File: config.mk
export PLATFORM = sky130hd
export DESIGN_NAME = bus_shared_port_pair
export DESIGN_NICKNAME = d
export VERILOG_FILES = /design/src/design/port_pkg.sv /design/src/design/port_mux_if.sv /design/src/design/sync_2ff.sv /design/src/design/port_pin_mux.sv /design/src/design/bus_shared_port_pair.sv
export SDC_FILE = /design/constraint.sdc
export NUM_CORES = 1
export LEC_CHECK = 0
export BUFFER_PORTS_ARGS = -buffer_cell sky130_fd_sc_hd__buf_2
export CAP_MARGIN = 25
export CORE_AREA = 2 2 123 125
export DETAILED_ROUTE_END_ITERATION = 7
export DIE_AREA = 0 0 125 127
export PLACE_DENSITY = 0.55
export SLEW_MARGIN = 10
export SYNTH_ARGS = -nofsm -noshare
export SYNTH_HDL_FRONTEND = slang
export SYNTH_SLANG_ARGS = --single-unit
File: constraint.sdc
create_clock -name i_ref_clk -period 5.09 [get_ports i_ref_clk]
set_input_delay 0.2545 -clock i_ref_clk [delete_from_list [all_inputs] [get_ports i_ref_clk]]
set_output_delay 0.2545 -clock i_ref_clk [all_outputs]
set_load 0.02 [all_outputs]
File: src/design/port_pkg.sv
// Summary of operation
// - port 0 is eight pins, each bit's direction bit: 0 input, 1 output.
// - reset clears every port 0 direction bit, all port 0 pins are inputs.
// - external access turns port 0 into the bus and clears its direction bits.
// - bus-mode strap caught at reset: low separate data, high multiplexed address/data.
// - reset clears port 0 and port 1 output latches, pins stay inputs.
// - port 1 function/direction pair: 00 in, 01 out, 10 data byte, 11 address byte.
package port_pkg;

  // ==========================================================
  // register offsets
  localparam logic [31:0] PORT0_LATCH_OFS = 32'hffff_f000;
  localparam logic [31:0] PORT1_LATCH_OFS = 32'hffff_f001;
  localparam logic [31:0] PORT0_DIR_OFS   = 32'hffff_f002;
  localparam logic [31:0] PORT1_DIR_OFS   = 32'hffff_f004;
  localparam logic [31:0] PORT1_FSEL_OFS  = 32'hffff_f005;

  // ==========================================================
  // reset values
  localparam logic [7:0] LATCH_RST = 8'h00;
  localparam logic [7:0] DIR_RST   = 8'h00;
  localparam logic [7:0] FSEL_RST  = 8'h00;
  localparam logic [7:0] RDATA_RST = 8'h00;

  // ==========================================================
  // pin function codes, function bit above direction bit
  localparam logic [1:0] SEL_INPUT  = 2'b00;
  localparam logic [1:0] SEL_OUTPUT = 2'b01;
  localparam logic [1:0] SEL_DATA   = 2'b10;
  localparam logic [1:0] SEL_ADDR   = 2'b11;

  localparam int SYNC_STAGES = 2;

endpackage

File: src/design/port_mux_if.sv
`timescale 1ns/100ps

// ==========================================================
// control from register block to one pin multiplexer
interface port_mux_if #(parameter int W = 8);
  logic [2*W-1:0] sel;
  logic [W-1:0]   latch;
  logic [W-1:0]   data_byte;
  logic [W-1:0]   addr_byte;
  logic           data_drive;
  logic [W-1:0]   pin_out;
  logic [W-1:0]   pin_oe;

  modport ctrl (output sel, latch, data_byte, addr_byte, data_drive,
                input  pin_out, pin_oe);
  modport mux  (input  sel, latch, data_byte, addr_byte, data_drive,
                output pin_out, pin_oe);
endinterface

File: src/design/sync_2ff.sv
`timescale 1ns/100ps

module sync_2ff
  import port_pkg::*;
#(
  parameter int W = 8
)
(
  input  wire logic         i_ref_clk, // system clock
  input  wire logic [W-1:0] i_async,   // pin level
  output logic      [W-1:0] o_sync     // level after two flops
);

  if (W < 1)
  begin : g_bad_w
    $error("sync_2ff width must be at least one");
  end

  logic [W-1:0] meta_r;
  logic [W-1:0] sync_r;

  always_ff @(posedge i_ref_clk)
  begin
    meta_r <= i_async;
    sync_r <= meta_r;
  end

  assign o_sync = sync_r;

endmodule // sync_2ff

File: src/design/port_pin_mux.sv
`timescale 1ns/100ps

module port_pin_mux
  import port_pkg::*;
#(
  parameter int W = 8
)
(
  input  wire logic i_ref_clk, // system clock
  input  wire logic i_rst,     // synchronous reset, high
  port_mux_if.mux   mx         // selection and pin drive
);

  if (W < 1)
  begin : g_bad_w
    $error("port_pin_mux width must be at least one");
  end

  logic [W-1:0] out_nxt;
  logic [W-1:0] oe_nxt;
  logic [W-1:0] out_r;
  logic [W-1:0] oe_r;

  // ==========================================================
  // per-bit function decode
  // four-way pin function
  always_comb
  begin
    out_nxt = '0;
    oe_nxt  = '0;
    for (int b = 0; b < W; b++)
    begin
      case (mx.sel[2*b +: 2])
        SEL_OUTPUT:
        begin
          out_nxt[b] = mx.latch[b];
          oe_nxt[b]  = 1'b1;
        end
        SEL_DATA:
        begin
          out_nxt[b] = mx.data_byte[b];
          oe_nxt[b]  = mx.data_drive;
        end
        SEL_ADDR:
        begin
          out_nxt[b] = mx.addr_byte[b];
          oe_nxt[b]  = 1'b1;
        end
        default:
        begin
          out_nxt[b] = 1'b0;
          oe_nxt[b]  = 1'b0;
        end
      endcase
    end
  end

  always_ff @(posedge i_ref_clk)
  begin
    if (i_rst)
    begin
      out_r <= '0;
      oe_r  <= '0;
    end
    else
    begin
      out_r <= out_nxt;
      oe_r  <= oe_nxt;
    end
  end

  assign mx.pin_out = out_r;
  assign mx.pin_oe  = oe_r;
endmodule // port_pin_mux

File: src/design/bus_shared_port_pair.sv
// Added by the designer: the address-and-strobe port and the register addresses.
`timescale 1ns/100ps

module bus_shared_port_pair
  import port_pkg::*;
#(
  parameter int PORT_W = 8
)
(
  input  wire logic              i_ref_clk,        // system clock
  input  wire logic              i_rst,            // synchronous reset, high
  input  wire logic [31:0]       i_addr,           // register address
  input  wire logic [7:0]        i_wdata,          // register write data
  input  wire logic              i_wr,             // write strobe
  input  wire logic              i_rd,             // read strobe
  output logic      [7:0]        o_rdata,          // read data, cycle after strobe
  input  wire logic              i_bus_mode_strap, // bus mode strap pin
  output logic                   o_bus_mode,       // 1: multiplexed bus
  input  wire logic [PORT_W-1:0] i_p0_pin,         // port 0 pin levels
  output logic      [PORT_W-1:0] o_p0_out,         // port 0 pin drive value
  output logic      [PORT_W-1:0] o_p0_oe,          // port 0 output enable
  input  wire logic [PORT_W-1:0] i_p1_pin,         // port 1 pin levels
  output logic      [PORT_W-1:0] o_p1_out,         // port 1 pin drive value
  output logic      [PORT_W-1:0] o_p1_oe,          // port 1 output enable
  input  wire logic              i_ext_access,     // external access active
  input  wire logic              i_ext_drive,      // bus drives data pins
  input  wire logic              i_ext_addr_phase, // address phase, mux mode
  input  wire logic [15:0]       i_ext_addr,       // external address low half
  input  wire logic [15:0]       i_ext_wdata,      // external write data
  output logic      [15:0]       o_ext_rdata       // data bus as sampled
);

  if (PORT_W != 8)
  begin : g_bad_w
    $error("bus_shared_port_pair supports eight-bit ports only");
  end

  // ==========================================================
  // helpers
  function automatic logic [2*PORT_W-1:0] pack_sel(input logic [PORT_W-1:0] fsel,
                                                  input logic [PORT_W-1:0] dir);
    logic [2*PORT_W-1:0] s;
    s = '0;
    for (int b = 0; b < PORT_W; b++)
    begin
      s[2*b +: 2] = {fsel[b], dir[b]};
    end
    return s;
  endfunction

  // output bits read back their latch, the rest read the pin
  function automatic logic [7:0] read_merge(input logic [7:0] pin,
                                            input logic [7:0] latch,
                                            input logic [7:0] outmask);
    return (pin & ~outmask) | (latch & outmask);
  endfunction

  // ==========================================================
  // pin and strap synchronisers
  logic [PORT_W-1:0] p0_pin_s;
  logic [PORT_W-1:0] p1_pin_s;
  logic              strap_s;

  sync_2ff #(.W(2*PORT_W)) u_pin_sync (
    .i_ref_clk (i_ref_clk),
    .i_async   ({i_p1_pin, i_p0_pin}),
    .o_sync    ({p1_pin_s, p0_pin_s})
  );

  sync_2ff #(.W(1)) u_strap_sync (
    .i_ref_clk (i_ref_clk),
    .i_async   (i_bus_mode_strap),
    .o_sync    (strap_s)
  );

  // ==========================================================
  // register file
  logic [7:0] p0_latch_r;
  logic [7:0] p1_latch_r;
  logic [7:0] p0_dir_r;
  logic [7:0] p1_dir_r;
  logic [7:0] p1_fsel_r;
  logic       bus_mode_r;
  logic [7:0] rdata_r;
  logic [15:0] ext_rdata_r;

  wire hit_p0_latch = (i_addr == PORT0_LATCH_OFS);
  wire hit_p1_latch = (i_addr == PORT1_LATCH_OFS);
  wire hit_p0_dir   = (i_addr == PORT0_DIR_OFS);
  wire hit_p1_dir   = (i_addr == PORT1_DIR_OFS);
  wire hit_p1_fsel  = (i_addr == PORT1_FSEL_OFS);

  wire [7:0] p1_outmask = p1_dir_r & ~p1_fsel_r;

  logic [7:0] rdata_nxt;
  always_comb
  begin
    if (hit_p0_latch)
      rdata_nxt = read_merge(p0_pin_s, p0_latch_r, p0_dir_r);
    else if (hit_p1_latch)
      rdata_nxt = read_merge(p1_pin_s, p1_latch_r, p1_outmask);
    else if (hit_p0_dir)
      rdata_nxt = p0_dir_r;
    else if (hit_p1_dir)
      rdata_nxt = p1_dir_r;
    else if (hit_p1_fsel)
      rdata_nxt = p1_fsel_r;
    else
      rdata_nxt = RDATA_RST;
  end

  always_ff @(posedge i_ref_clk)
  begin
    if (i_rst)
    begin
      p0_latch_r <= LATCH_RST;
      p1_latch_r <= LATCH_RST;
    end
    else
    begin
      if (i_wr && hit_p0_latch)
        p0_latch_r <= i_wdata;
      if (i_wr && hit_p1_latch)
        p1_latch_r <= i_wdata;
    end
  end

  // external access clears it, over any write
  always_ff @(posedge i_ref_clk)
  begin
    if (i_rst || i_ext_access)
      p0_dir_r <= DIR_RST;
    else if (i_wr && hit_p0_dir)
      p0_dir_r <= i_wdata;
  end

  always_ff @(posedge i_ref_clk)
  begin
    if (i_rst)
    begin
      p1_dir_r  <= DIR_RST;
      p1_fsel_r <= FSEL_RST;
    end
    else
    begin
      if (i_wr && hit_p1_dir)
        p1_dir_r <= i_wdata;
      if (i_wr && hit_p1_fsel)
        p1_fsel_r <= i_wdata;
    end
  end

  // strap tracked while reset is held, frozen after
  always_ff @(posedge i_ref_clk)
  begin
    if (i_rst)
      bus_mode_r <= strap_s;
  end

  always_ff @(posedge i_ref_clk)
  begin
    if (i_rst)
    begin
      rdata_r     <= RDATA_RST;
      ext_rdata_r <= '0;
    end
    else
    begin
      rdata_r     <= i_rd ? rdata_nxt : RDATA_RST;
      ext_rdata_r <= {p1_pin_s, p0_pin_s};
    end
  end

  // ==========================================================
  // pin multiplexers
  port_mux_if #(.W(PORT_W)) p0_if ();
  port_mux_if #(.W(PORT_W)) p1_if ();

  wire       addr_out   = bus_mode_r && i_ext_addr_phase;
  wire [7:0] p0_bus_byte = addr_out ? i_ext_addr[7:0] : i_ext_wdata[7:0];
  wire [7:0] p1_bus_byte = addr_out ? i_ext_addr[15:8] : i_ext_wdata[15:8];
  wire       bus_drive   = i_ext_drive || addr_out;

  // per-bit direction; whole port on bus during access
  assign p0_if.sel        = pack_sel({PORT_W{i_ext_access}}, p0_dir_r & ~{PORT_W{i_ext_access}});
  assign p0_if.latch      = p0_latch_r;
  assign p0_if.data_byte  = p0_bus_byte;
  assign p0_if.addr_byte  = i_ext_addr[7:0];
  assign p0_if.data_drive = bus_drive;

  // function and direction pair per pin
  assign p1_if.sel        = pack_sel(p1_fsel_r, p1_dir_r);
  assign p1_if.latch      = p1_latch_r;
  assign p1_if.data_byte  = p1_bus_byte;
  assign p1_if.addr_byte  = i_ext_addr[15:8];
  assign p1_if.data_drive = bus_drive;

  port_pin_mux #(.W(PORT_W)) u_p0_mux (
    .i_ref_clk (i_ref_clk),
    .i_rst     (i_rst),
    .mx        (p0_if.mux)
  );

  port_pin_mux #(.W(PORT_W)) u_p1_mux (
    .i_ref_clk (i_ref_clk),
    .i_rst     (i_rst),
    .mx        (p1_if.mux)
  );

  assign o_p0_out    = p0_if.pin_out;
  assign o_p0_oe     = p0_if.pin_oe;
  assign o_p1_out    = p1_if.pin_out;
  assign o_p1_oe     = p1_if.pin_oe;
  assign o_rdata     = rdata_r;
  assign o_bus_mode  = bus_mode_r;
  assign o_ext_rdata = ext_rdata_r;
endmodule // bus_shared_port_pair

==> results of run 1 <==
## final cells by class
type / count / area, um^2 / area share
clock buffers: 20 / 457 / 0.0679
flip-flops and latches: 131 / 2630 / 0.391
well taps: 184 / 230 / 0.0342
inverters: 8 / 30.0 / 0.00446
multi-input cells: 333 / 2240 / 0.332
clock inverters: 12 / 204 / 0.0303
repair buffers: 170 / 938 / 0.139
## kinds of logic after synthesis
| logic type | Yosys count | synth area share |
|---|---|---|
| AO/OA/AOI/OAI | 88 | 0.113 |
| AND/OR/NAND/NOR | 189 | 0.222 |
| multiplexers | 56 | 0.115 |
| buffers and inverters | 30 | 0.0226 |
| flip-flops | 131 | 0.529 |
## worst min-delay path, stage by stage
cell and delay (ns):
sky130_fd_sc_hd__buf_2 0.10, sky130_fd_sc_hd__nand2_1 0.05, sky130_fd_sc_hd__mux2i_1 0.05
## through the flow
step	util	hold WS [ns]	instance area [um^2]	worst slack, ns
floorplan	-	0.282	4980	3.06
global placement	0.409	0.311	5900	2.70
detailed placement	0.409	0.312	5900	2.62
CTS	0.466	0.0651	6730	2.92
global route	0.466	0.0724	6730	2.75
finish	0.466	0.0852	6730	2.94
## routing by layer
layer | global-route usage | up-vias
met1 | 0.209 | 1970
met2 | 0.303 | 150
met3 | 0.0544 | 20
met4 | 0.0804 | 0
met5 | 0 | -
li1 | - | 2045
## cells in the mapped netlist (all sizes together) (8+ instances only)
| cell | number |
|---|---|
| nand4 | 8 |
| clkbuf | 21 |
| mux2i | 48 |
| dfxtp | 130 |
| nor2b | 27 |
| nor2 | 11 |
| nand2 | 50 |
| o21bai | 16 |
| a21oi | 40 |
| and3 | 17 |
| a221oi | 8 |
| mux2 | 8 |
| o21ai | 8 |
| a21boi | 8 |
| nand3b | 9 |
| a311oi | 8 |
| inv | 8 |
| nand2b | 57 |
## power by group through the flow
stage	Sequential, uW	Combinational [uW]	Clock [uW]
after floorplan	1100	63.5	0
after global placement	1090	153	0
after detailed placement	1090	155	0
after CTS	1070	165	1370
after global routing	1070	179	1420
final	1070	163	1340
## worst max-delay path by stage
stage | from | to | slack, ns | cells past startpoint
after floorplan | i_addr[9] | p0_if.latch[0] | 3.06 | 4
after global routing | o_bus_mode | u_p0_mux.mx.pin_oe[7] | 2.75 | 4
final | o_bus_mode | u_p0_mux.mx.pin_oe[5] | 2.94 | 4
after detailed placement | i_addr[9] | o_rdata[2] | 2.62 | 5
after global placement | i_addr[9] | p1_if.latch[4] | 2.70 | 5
after CTS | o_bus_mode | u_p0_mux.mx.pin_oe[5] | 2.92 | 4
==> out/qor_table.md, run 1 <==
| Result | Reported | Unit |
|:---|:---|:---|
| Req. time, crit path | 5.38 | ns |
| Quantity of I/O buffers inserted on ports | 152 | - |
| Post-synth top area cell | sky130_fd_sc_hd__dfxtp_1 | - |
| Top sig layer | met4 | - |
| Distinct cell type count of the synthesized netlist | 30 | - |
| Cell type group with the largest total delay on the critical path | simple AND/OR/NAND/NOR gates | - |
| Cts repair resizes | 0 | - |
| Worst flop-to-flop path startpoint | o_bus_mode | - |
| Reported leakage power | 0.00321 | uW |
| Cell type with the highest occurrence count on the critical path | sky130_fd_sc_hd__nand2_1 | - |
| WS Path Type | reg2reg | - |
| Endpoint of the worst register-to-register path | u_p0_mux.mx.pin_oe[5] | - |
| Tightest Hold Check Type | in2reg | - |
| DR DRC count | 0 | - |
| Max-Cap Viols | 0 | - |
| Number of enable flip-flop cells after synthesis | 1 | - |
| CTS H-tree lvls | 4 | - |
| Worst setup skew after layout | 0.00642 | ns |
| Routability Congestion | 0.763 | - |
| Hold_buf cts | 17 | - |
| Switching component of the power | 547 | uW |
| Amount of wire on met2 after detailed routing | 6830 | um |
| Most common cell after layout, fill and taps aside | sky130_fd_sc_hd__buf_2 | - |
| Buffers inserted during post-CTS setup optimization | 0 | - |
| Tightest slew margin relative to the limit | 0.327 | - |
| Most frequent cells in the layout | sky130_fd_sc_hd__buf_2 (152), sky130_fd_sc_hd__dfxtp_1 (130), sky130_fd_sc_hd__nand2b_1 (57) | - |
| Setup violations, final | 0 | - |
| Number of nets in the synthesized netlist | 590 | - |
| Post-layout minimum cycle time | 2.15 | ns |
| Global-route wire length before repair | 21600 | um |
| Largest voltage drop on the vdd net | 0.222 | mV |
| Tot Pwr | 2570 | uW |
| Capture endpoint of the worst hold path | p0_dir_r[2] | - |
| Via Count | 4185 | - |
| Critical path startpoint category | flop | - |
| Start point of the worst hold path | i_wdata[2] | - |
| Gate Count Post-Synth | 494 | - |
| Power density of the placed cells | 382 | mW/mm^2 |
| Count of cells along the worst register-to-register path | 4 | - |
| I/O pin count | 153 | - |
| DIE HEIGHT | 127 | um |
| Global-route congestion overflow total | 0 | - |
| # fillers | 1380 | - |
| Largest net degree at the start of global routing | 85 | - |
| Via count normalized by instance count | 4.88 | - |
| Area grow syn2layout | 35.1 | % |
| Num CTS Buffers | 17 | - |
| Routed Antenna Nets | 0 | - |
| Num Clock Sinks | 131 | - |
| Number of cells in the finished layout apart from fillers | 858 | - |
| Synth Flop Type | sky130_fd_sc_hd__dfxtp_1 | - |
| Crit path buffers/inverters | 0 | - |
| Least-Margin Pin Slew | 1.01 | ns |
| Fraction of the yosys area taken by sequential cells | 0.529 | - |
| Maximum operating frequency | 464 | MHz |
| Final max-slew violation count | 0 | - |
| Area enclosed by the die boundary | 0.0159 | mm^2 |
| Cell internal power dissipation | 2020 | uW |
| Critical-path top delay cell | sky130_fd_sc_hd__edfxtp_1 | - |
| Area fraction of the dominant cell type after synthesis | 0.522 | - |
| Max Fanout on Critical Path | 17 | - |
| Gate power share | 0.063 | - |
| Largest cells by area after synthesis | sky130_fd_sc_hd__dfxtp_1 (52%), sky130_fd_sc_hd__mux2i_1 (9.6%), sky130_fd_sc_hd__nand2b_1 (7.2%), sky130_fd_sc_hd__a21oi_1 (4.0%), sky130_fd_sc_hd__nand2_1 (3.8%) | - |
| Number of antenna violations at the first check in global routing | 0 | - |
| Worst-Skew Late Latency | 0.42 | ns |
| Run status | completed | - |
| Total routing usage reported by global routing | 0.179 | - |
| Inst Count DP | 809 | - |
| Critical path, cell by cell | nand2_1, nand2b_1, nand3b_1, nand2_1 | - |
| Post-Syn Area per Cell | 10.1 | um^2 |
| Unrepaired setup endpoints after global routing | false | - |
| Total Nets Final | 757 | - |
| Register bit count reported by yosys | 131 | - |
| Clk pwr share | 0.521 | - |
| Buffer depth of the longest clock path | 2 | - |
| Fraction of layout cells with a size suffix above 1 | 0.297 | - |
| Met3 WL post-DR | 851 | um |
| Post-DP HPWL | 9920 | um |
| Post-Route WL | 13900 | um |
| Synthesis warning total | 0 | - |
| Portion of the clock cycle consumed by the worst path in the final layout | 0.423 | - |
| Met1 wire length | 5930 | um |
| Mapped cell area | 0.00498 | mm^2 |
| Effective utilization at floorplan | 0.345 | - |
| Number of cells traversed by the worst hold path | 3 | - |
| Final hold violation count | 0 | - |
| Critical path data arrival time | 2.45 | ns |
| Number of global-route vias before repair | 4201 | - |
| Total negative setup slack | 0 | ns |
| CTS tree | yes | - |
| Root buffer selected by CTS | sky130_fd_sc_hd__clkbuf_16 | - |
| Number of placement rows | 44 | - |
| Detailed router's first-iteration violation count | 270 | - |
| Critical Path Max Stage Delay | 0.56 | ns |
| Core region area | 0.0144 | mm^2 |
| FF-to-FF setup slack | 2.94 | ns |
| Fraction of synthesis flops using an asynchronous set or reset pin | 0 | - |
| Power share of the sequential group | 0.415 | - |
| Detailed-router iteration count before antenna repair | 5 | - |
| Average wire per standard cell | 16.2 | um |
| Endpoint class of the critical path | flop | - |
| Clock-pin slew on the worst setup and hold paths | 0.06 | ns |
| Chip Width | 125 | um |
| Antenna diode count | 0 | - |
| Share of total power consumed by net switching | 0.213 | - |
Note: power is estimated with default switching activity, not from simulation.
==> run 2, diff against run 1 <==
--- a/config.mk
+++ b/config.mk
@@ -10,7 +10,7 @@
 export CORE_AREA = 2 2 123 125
 export DETAILED_ROUTE_END_ITERATION = 7
 export DIE_AREA = 0 0 125 127
-export PLACE_DENSITY = 0.55
+export PLACE_DENSITY = 0.57
 export SLEW_MARGIN = 10
 export SYNTH_ARGS = -nofsm -noshare
 export SYNTH_HDL_FRONTEND = slang
==> constraint.sdc (replaced) <==
create_clock -name i_ref_clk -period 1.8 [get_ports i_ref_clk]
set_input_delay 0.09 -clock i_ref_clk [delete_from_list [all_inputs] [get_ports i_ref_clk]]
set_output_delay 0.09 -clock i_ref_clk [all_outputs]
set_load 0.02 [all_outputs]
==> run 2 against run 1 <==
Clock power rose to 2.8 times the previous value. Register-to-register slack got worse by 2.6 ns. Sequential share of layout area is 2.4 points lower. Via count up 3.7%. Total power grew to 2.9 times the previous value. First-iteration DRC count decreased by 10%. Utilization increased by 3.1 points. Die area is the same.
==> out/qor_table.md, run 2 (same netlist as run 1, synthesis figures left out) <==
| Result | Reported | Unit |
|:---|:---|:---|
| Run status | completed | - |
| Average wire per standard cell | 16.1 | um |
| Most common cell after layout, fill and taps aside | sky130_fd_sc_hd__buf_2 | - |
| Final max-slew violation count | 0 | - |
| Total routing usage reported by global routing | 0.185 | - |
| Worst setup skew after layout | 0.0159 | ns |
| Req. time, crit path | 2.08 | ns |
| Most frequent cells in the layout | sky130_fd_sc_hd__buf_2 (152), sky130_fd_sc_hd__dfxtp_1 (130), sky130_fd_sc_hd__nand2b_1 (57) | - |
| Hold_buf cts | 41 | - |
| Tightest Hold Check Type | in2reg | - |
| Post-Route WL | 14400 | um |
| Capture endpoint of the worst hold path | u_p1_mux.mx.pin_out[5] | - |
| Root buffer selected by CTS | sky130_fd_sc_hd__clkbuf_16 | - |
| Antenna diode count | 0 | - |
| Area enclosed by the die boundary | 0.0159 | mm^2 |
| Buffers inserted during post-CTS setup optimization | 0 | - |
| Effective utilization at floorplan | 0.345 | - |
| Least-Margin Pin Slew | 0.636 | ns |
| Number of antenna violations at the first check in global routing | 0 | - |
| Start point of the worst hold path | i_ext_wdata[13] | - |
| Detailed router's first-iteration violation count | 242 | - |
| Critical path, cell by cell | nand2_1, nand2b_1, nand3b_1, nand2_1 | - |
| Endpoint class of the critical path | flop | - |
| CTS tree | yes | - |
| Global-route wire length before repair | 22800 | um |
| Routability Congestion | 0.813 | - |
| Global-route congestion overflow total | 0 | - |
| Crit path buffers/inverters | 0 | - |
| Worst flop-to-flop path startpoint | o_bus_mode | - |
| Count of cells along the worst register-to-register path | 4 | - |
| Tightest slew margin relative to the limit | 0.573 | - |
| Area grow syn2layout | 43.9 | % |
| # fillers | 1324 | - |
| Number of cells in the finished layout apart from fillers | 897 | - |
| Total negative setup slack | 0 | ns |
| Via Count | 4339 | - |
| Final hold violation count | 0 | - |
| Max Fanout on Critical Path | 9 | - |
| Worst-Skew Late Latency | 0.42 | ns |
| I/O pin count | 153 | - |
| Portion of the clock cycle consumed by the worst path in the final layout | 0.804 | - |
| WS Path Type | reg2reg | - |
| Detailed-router iteration count before antenna repair | 6 | - |
| DIE HEIGHT | 127 | um |
| Clock-pin slew on the worst setup and hold paths | 0.05 | ns |
| CTS H-tree lvls | 4 | - |
| Total Nets Final | 798 | - |
| Num Clock Sinks | 131 | - |
| Register Area | 0.00263 | mm^2 |
| Critical Path Max Stage Delay | 0.43 | ns |
| Via count normalized by instance count | 4.84 | - |
| Critical path startpoint category | flop | - |
| Chip Width | 125 | um |
| Number of placement rows | 44 | - |
| Number of global-route vias before repair | 4561 | - |
| Cell type with the highest occurrence count on the critical path | sky130_fd_sc_hd__nand2_1 | - |
| Post-DP HPWL | 10300 | um |
| Setup violations, final | 0 | - |
| Final standard cell utilization of the core | 0.497 | - |
| Power density of the placed cells | 1030 | mW/mm^2 |
| Max-Cap Viols | 0 | - |
| Routed Antenna Nets | 0 | - |
| Buffer depth of the longest clock path | 2 | - |
| Critical path data arrival time | 1.73 | ns |
| Cts repair resizes | 0 | - |
| Largest voltage drop on the vdd net | 0.645 | mV |
| Number of cells traversed by the worst hold path | 4 | - |
| Fraction of layout cells with a size suffix above 1 | 0.303 | - |
| DR DRC count | 0 | - |
| Core region area | 0.0144 | mm^2 |
| Unrepaired setup endpoints after global routing | false | - |
| Reported leakage power | 0.00344 | uW |
| Inst Count DP | 825 | - |
| Num CTS Buffers | 17 | - |
| Maximum operating frequency | 691 | MHz |
| FF-to-FF setup slack | 0.35 | ns |
| Multi-input logic area | 0.00224 | mm^2 |
| Quantity of I/O buffers inserted on ports | 152 | - |
| Cell type group with the largest total delay on the critical path | simple AND/OR/NAND/NOR gates | - |
| Largest net degree at the start of global routing | 52 | - |
| Critical-path top delay cell | sky130_fd_sc_hd__nand3b_1 | - |
| Endpoint of the worst register-to-register path | u_p0_mux.mx.pin_oe[6] | - |
| Post-layout minimum cycle time | 1.45 | ns |
-- run 2: changes by cell type in the layout (fill, tap and decap cells not counted), sizes merged --
cell         before  now
inv               8    9
buf             153  169
dlygate4sd3      17   41
clkinv            4    1
clkbuf           20   24
bufinv            5    4
clkinvlp          3    1
-- run 2: routing by layer --
| metal | track usage | wire (um) | share of wire | vias up |
|---|---|---|---|---|
| met1 | 0.212 | 6200 | 0.43 | 2067 |
| met5 | 0 | 0 | 0 | - |
| met4 | 0.0699 | 178 | 0.012 | 0 |
| met3 | 0.0578 | 659 | 0.046 | 13 |
| li1 | - | - | - | 2137 |
| met2 | 0.324 | 7390 | 0.51 | 122 |
-- run 2: where the power goes --
group	internal [uW]	total, uW	switching, uW
clock	2570	3810	1240
combinational	253	528	275
sequential	2990	3010	27.8
total	5810	7350	1540
-- run 2: layout make-up --
| class | instances | area share |
|---|---|---|
| inverters | 8 | 0.00419 |
| clock buffers | 23 | 0.0724 |
| multi-input cells | 333 | 0.312 |
| repair buffers | 211 | 0.192 |
| flip-flops and latches | 131 | 0.367 |
| clock inverters | 7 | 0.0197 |
| well taps | 184 | 0.0321 |
-- run 2: how the worst max path moves through the flow --
stage,from,end,cells past startpoint
detailed placement,i_addr[9],p1_dir_r[6],7
floorplan,i_addr[9],p0_if.latch[0],4
global placement,i_addr[9],p1_dir_r[0],7
finish,o_bus_mode,u_p0_mux.mx.pin_oe[6],4
CTS,o_bus_mode,u_p0_mux.mx.pin_oe[1],4
global route,o_bus_mode,u_p0_mux.mx.pin_oe[6],4
-- run 2: worst register-to-register path: stages, from the launching register on --
cell,delay [ns]
sky130_fd_sc_hd__edfxtp_1,0.38
sky130_fd_sc_hd__nand2_1,0.10
sky130_fd_sc_hd__nand2b_1,0.32
sky130_fd_sc_hd__nand3b_1,0.43
sky130_fd_sc_hd__nand2_1,0.09
-- run 2: stage by stage --
stage / total power [uW] / setup slack, ns / hold slack (ns) / cell area (um^2)
6_report: 7350 / 0.352 / 0.103 / 7170
5_1_grt: 7580 / 0.238 / 0.124 / 7170
4_1_cts: 7420 / 0.338 / 0.0869 / 7160
3_5_place_dp: 3530 / -0.0125 / 0.194 / 6090
3_3_place_gp: 3520 / 0.00491 / 0.192 / 6090
2_1_floorplan: 3300 / 0.0107 / 0.118 / 4980
==> run 3, diff against run 2 <==
--- a/config.mk
+++ b/config.mk
@@ -10,7 +10,7 @@
 export CORE_AREA = 2 2 123 125
 export DETAILED_ROUTE_END_ITERATION = 7
 export DIE_AREA = 0 0 125 127
-export PLACE_DENSITY = 0.57
+export PLACE_DENSITY = 0.55
 export SLEW_MARGIN = 10
 export SYNTH_ARGS = -nofsm -noshare
 export SYNTH_HDL_FRONTEND = slang
==> constraint.sdc (replaced) <==
create_clock -name i_ref_clk -period 1.4 [get_ports i_ref_clk]
set_input_delay 0.07 -clock i_ref_clk [delete_from_list [all_inputs] [get_ports i_ref_clk]]
set_output_delay 0.07 -clock i_ref_clk [all_outputs]
set_load 0.02 [all_outputs]
==> run 3 against run 2 <==
Via count is 0.28% lower. Wire length down 1.6%. First-iteration DRC count down 21%. Total power grew 27%. Sequential share of layout area shrank 0.12 points. Critical endpoint is now o_bus_mode. Clock-buffer cell count decreased by 2. Sequential power rose by 29%. Hold slack got worse by 0.028 ns. Non-clock buffer count increased by 3.
==> out/qor_table.md, run 3 (same netlist as run 1, synthesis figures left out) <==
| Result | Reported | Unit |
|:---|:---|:---|
| Crit path launch | o_bus_mode | - |
| Register Area | 0.00263 | mm^2 |
| Endpoint class of the critical path | output pin | - |
| Global-route wire length before repair | 22600 | um |
| Routed Antenna Nets | 0 | - |
| Post-Route WL | 14200 | um |
| Chip Width | 125 | um |
| Area grow syn2layout | 44.4 | % |
| Via count normalized by instance count | 4.80 | - |
| Number of cells in the finished layout apart from fillers | 902 | - |
| Least-Margin Pin Slew | 0.410 | ns |
| Portion of the clock cycle consumed by the worst path in the final layout | 0.901 | - |
| Maximum operating frequency | 792 | MHz |
| Tightest Hold Check Type | in2reg | - |
| Antenna diode count | 0 | - |
| Global-route congestion overflow total | 0 | - |
| Tightest slew margin relative to the limit | 0.725 | - |
| Final standard cell utilization of the core | 0.499 | - |
| GR Util met3 | 0.0436 | - |
| Switching component of the power | 2050 | uW |
| Via Count | 4327 | - |
| CTS tree | yes | - |
| Average wire per standard cell | 15.7 | um |
| FF-to-FF setup slack | 0.14 | ns |
| CTS H-tree lvls | 4 | - |
| Buffer depth of the longest clock path | 2 | - |
| Unrepaired setup endpoints after global routing | false | - |
| Detailed-router iteration count before antenna repair | 4 | - |
| Number of placement rows | 44 | - |
| Critical path startpoint category | flop | - |
| DR DRC count | 0 | - |
| Num CTS Buffers | 17 | - |
| Number of global-route vias before repair | 4550 | - |
| Power density of the placed cells | 1300 | mW/mm^2 |
| Worst-Skew Late Latency | 0.42 | ns |
| Fraction of layout cells with a size suffix above 1 | 0.311 | - |
| Clock-pin slew on the worst setup and hold paths | 0.05 | ns |
| Inst Count DP | 828 | - |
| Worst setup skew after layout | 0.00966 | ns |
| Routability Congestion | 0.811 | - |
| Quantity of I/O buffers inserted on ports | 152 | - |
| Number of antenna violations at the first check in global routing | 0 | - |
| Req. time, crit path | 1.33 | ns |
| Share of total power consumed by net switching | 0.219 | - |
| Count of cells along the worst register-to-register path | 4 | - |
| Max-Cap Viols | 0 | - |
| Critical Path Max Stage Delay | 0.44 | ns |
| Critical path data arrival time | 1.19 | ns |
| Largest net degree at the start of global routing | 50 | - |
| Cell internal power dissipation | 7320 | uW |
| I/O pin count | 153 | - |
| Multi-input logic area | 0.00229 | mm^2 |
| Total Nets Final | 801 | - |
| # fillers | 1360 | - |
| Power share of the sequential group | 0.414 | - |
| WS Path Type | reg2out | - |
| Post-layout minimum cycle time | 1.26 | ns |
| Area enclosed by the die boundary | 0.0159 | mm^2 |
| Max Fanout on Critical Path | 4 | - |
| Final max-slew violation count | 0 | - |
| DIE HEIGHT | 127 | um |
| Endpoint of the worst register-to-register path | u_p0_mux.mx.pin_oe[7] | - |
| Most common cell after layout, fill and taps aside | sky130_fd_sc_hd__buf_2 | - |
| Critical path, cell by cell | buf_4, buf_2 | - |
| Detailed router's first-iteration violation count | 191 | - |
| Most Crowded Layer GR | met2 | - |
| Clk pwr share | 0.512 | - |
| Root buffer selected by CTS | sky130_fd_sc_hd__clkbuf_16 | - |
| Most frequent cells in the layout | sky130_fd_sc_hd__buf_2 (153), sky130_fd_sc_hd__dfxtp_1 (130), sky130_fd_sc_hd__nand2b_1 (57) | - |
| Post-DP HPWL | 10300 | um |
| Core region area | 0.0144 | mm^2 |
| Worst flop-to-flop path startpoint | o_bus_mode | - |
| Tot Pwr | 9370 | uW |
| Final hold violation count | 0 | - |
| M2 GR Usage | 0.316 | - |
| Setup violations, final | 0 | - |
| Total routing usage reported by global routing | 0.183 | - |
| Largest voltage drop on the vdd net | 0.906 | mV |
| Buffers inserted during post-CTS setup optimization | 0 | - |
| Num Clock Sinks | 131 | - |
| Run status | completed | - |
| Worst setup endpoint | o_bus_mode | - |
| Effective utilization at floorplan | 0.345 | - |
| Worst hold margin | 0.0751 | ns |
| Reported leakage power | 0.00345 | uW |
| GR met1 Demand/Resource | 0.210 | - |
| Gate power share | 0.075 | - |
| Critical-path top delay cell | sky130_fd_sc_hd__edfxtp_1 | - |
-- run 3: cell types whose count changed in the layout (fill, tap and decap cells not counted), moves of 2 or more --
cell / delta
sky130_fd_sc_hd__nand4_4: +5
sky130_fd_sc_hd__buf_4: +6
sky130_fd_sc_hd__buf_12: -3
sky130_fd_sc_hd__clkbuf_8: -2
sky130_fd_sc_hd__clkinv_4: +2
sky130_fd_sc_hd__nand4_2: -5
-- run 3: how the worst min path moves through the flow --
stage	from	endpoint	slack, ns	depth (start not counted)
finish	i_ext_wdata[10]	u_p1_mux.mx.pin_out[2]	0.08	4
global route	i_ext_addr[10]	u_p1_mux.mx.pin_out[2]	0.09	4
CTS	i_ext_addr[15]	u_p1_mux.mx.pin_out[7]	0.06	4
detailed placement	i_p0_pin[7]	u_pin_sync.meta_r[7]	0.17	1
global placement	i_p0_pin[2]	u_pin_sync.meta_r[2]	0.17	1
floorplan	i_p0_pin[0]	u_pin_sync.meta_r[0]	0.1	0
-- run 3: metrics by stage --
| stage | TNS [ns] | setup slack, ns | cell area (um^2) |
|---|---|---|---|
| 2_1_floorplan | -15.99 | -0.425 | 5040 |
| 3_3_place_gp | -11.09 | -0.270 | 6130 |
| 3_5_place_dp | -12.19 | -0.290 | 6130 |
| 4_1_cts | 0 | 0.0839 | 7190 |
| 5_1_grt | 0 | 0.0122 | 7190 |
| 6_report | 0 | 0.138 | 7190 |
-- run 3: cell type report --
| cell class | count | share of cell area |
|---|---|---|
| clock buffer | 21 | 0.0654 |
| clock inverter | 11 | 0.0238 |
| inverter | 8 | 0.00418 |
| multi-input combinational | 333 | 0.319 |
| sequential | 131 | 0.366 |
| tap | 184 | 0.0320 |
| timing repair buffer | 214 | 0.190 |
-- run 3: power by group through the flow --
stage	Combinational, uW	Sequential, uW	Clock [uW]
2_1_floorplan	237	4010	0
3_3_place_gp	605	3950	0
3_5_place_dp	611	3960	0
4_1_cts	702	3870	4870
5_1_grt	764	3890	5030
6_report	698	3870	4800
-- run 3: critical path: cells and delay by family, from the launching register on --
family / cells / cell delay [ns]
flops: 1 / 0.44
buf+inv: 2 / 0.33
-- run 3: metal layers --
metal | part of all wire | wire length, um | vias up
li1 | - | - | 2148
met4 | 0.033 | 467 | 0
met5 | 0 | 0 | -
met1 | 0.44 | 6250 | 2028
met3 | 0.041 | 578 | 28
met2 | 0.49 | 6910 | 123
-- run 3: timing repair --
action,CTS,global route
gates resized for setup,0,1
hold buffers,41,0
endpoints found under the setup margin,0,2
endpoints found under the hold margin,33,0
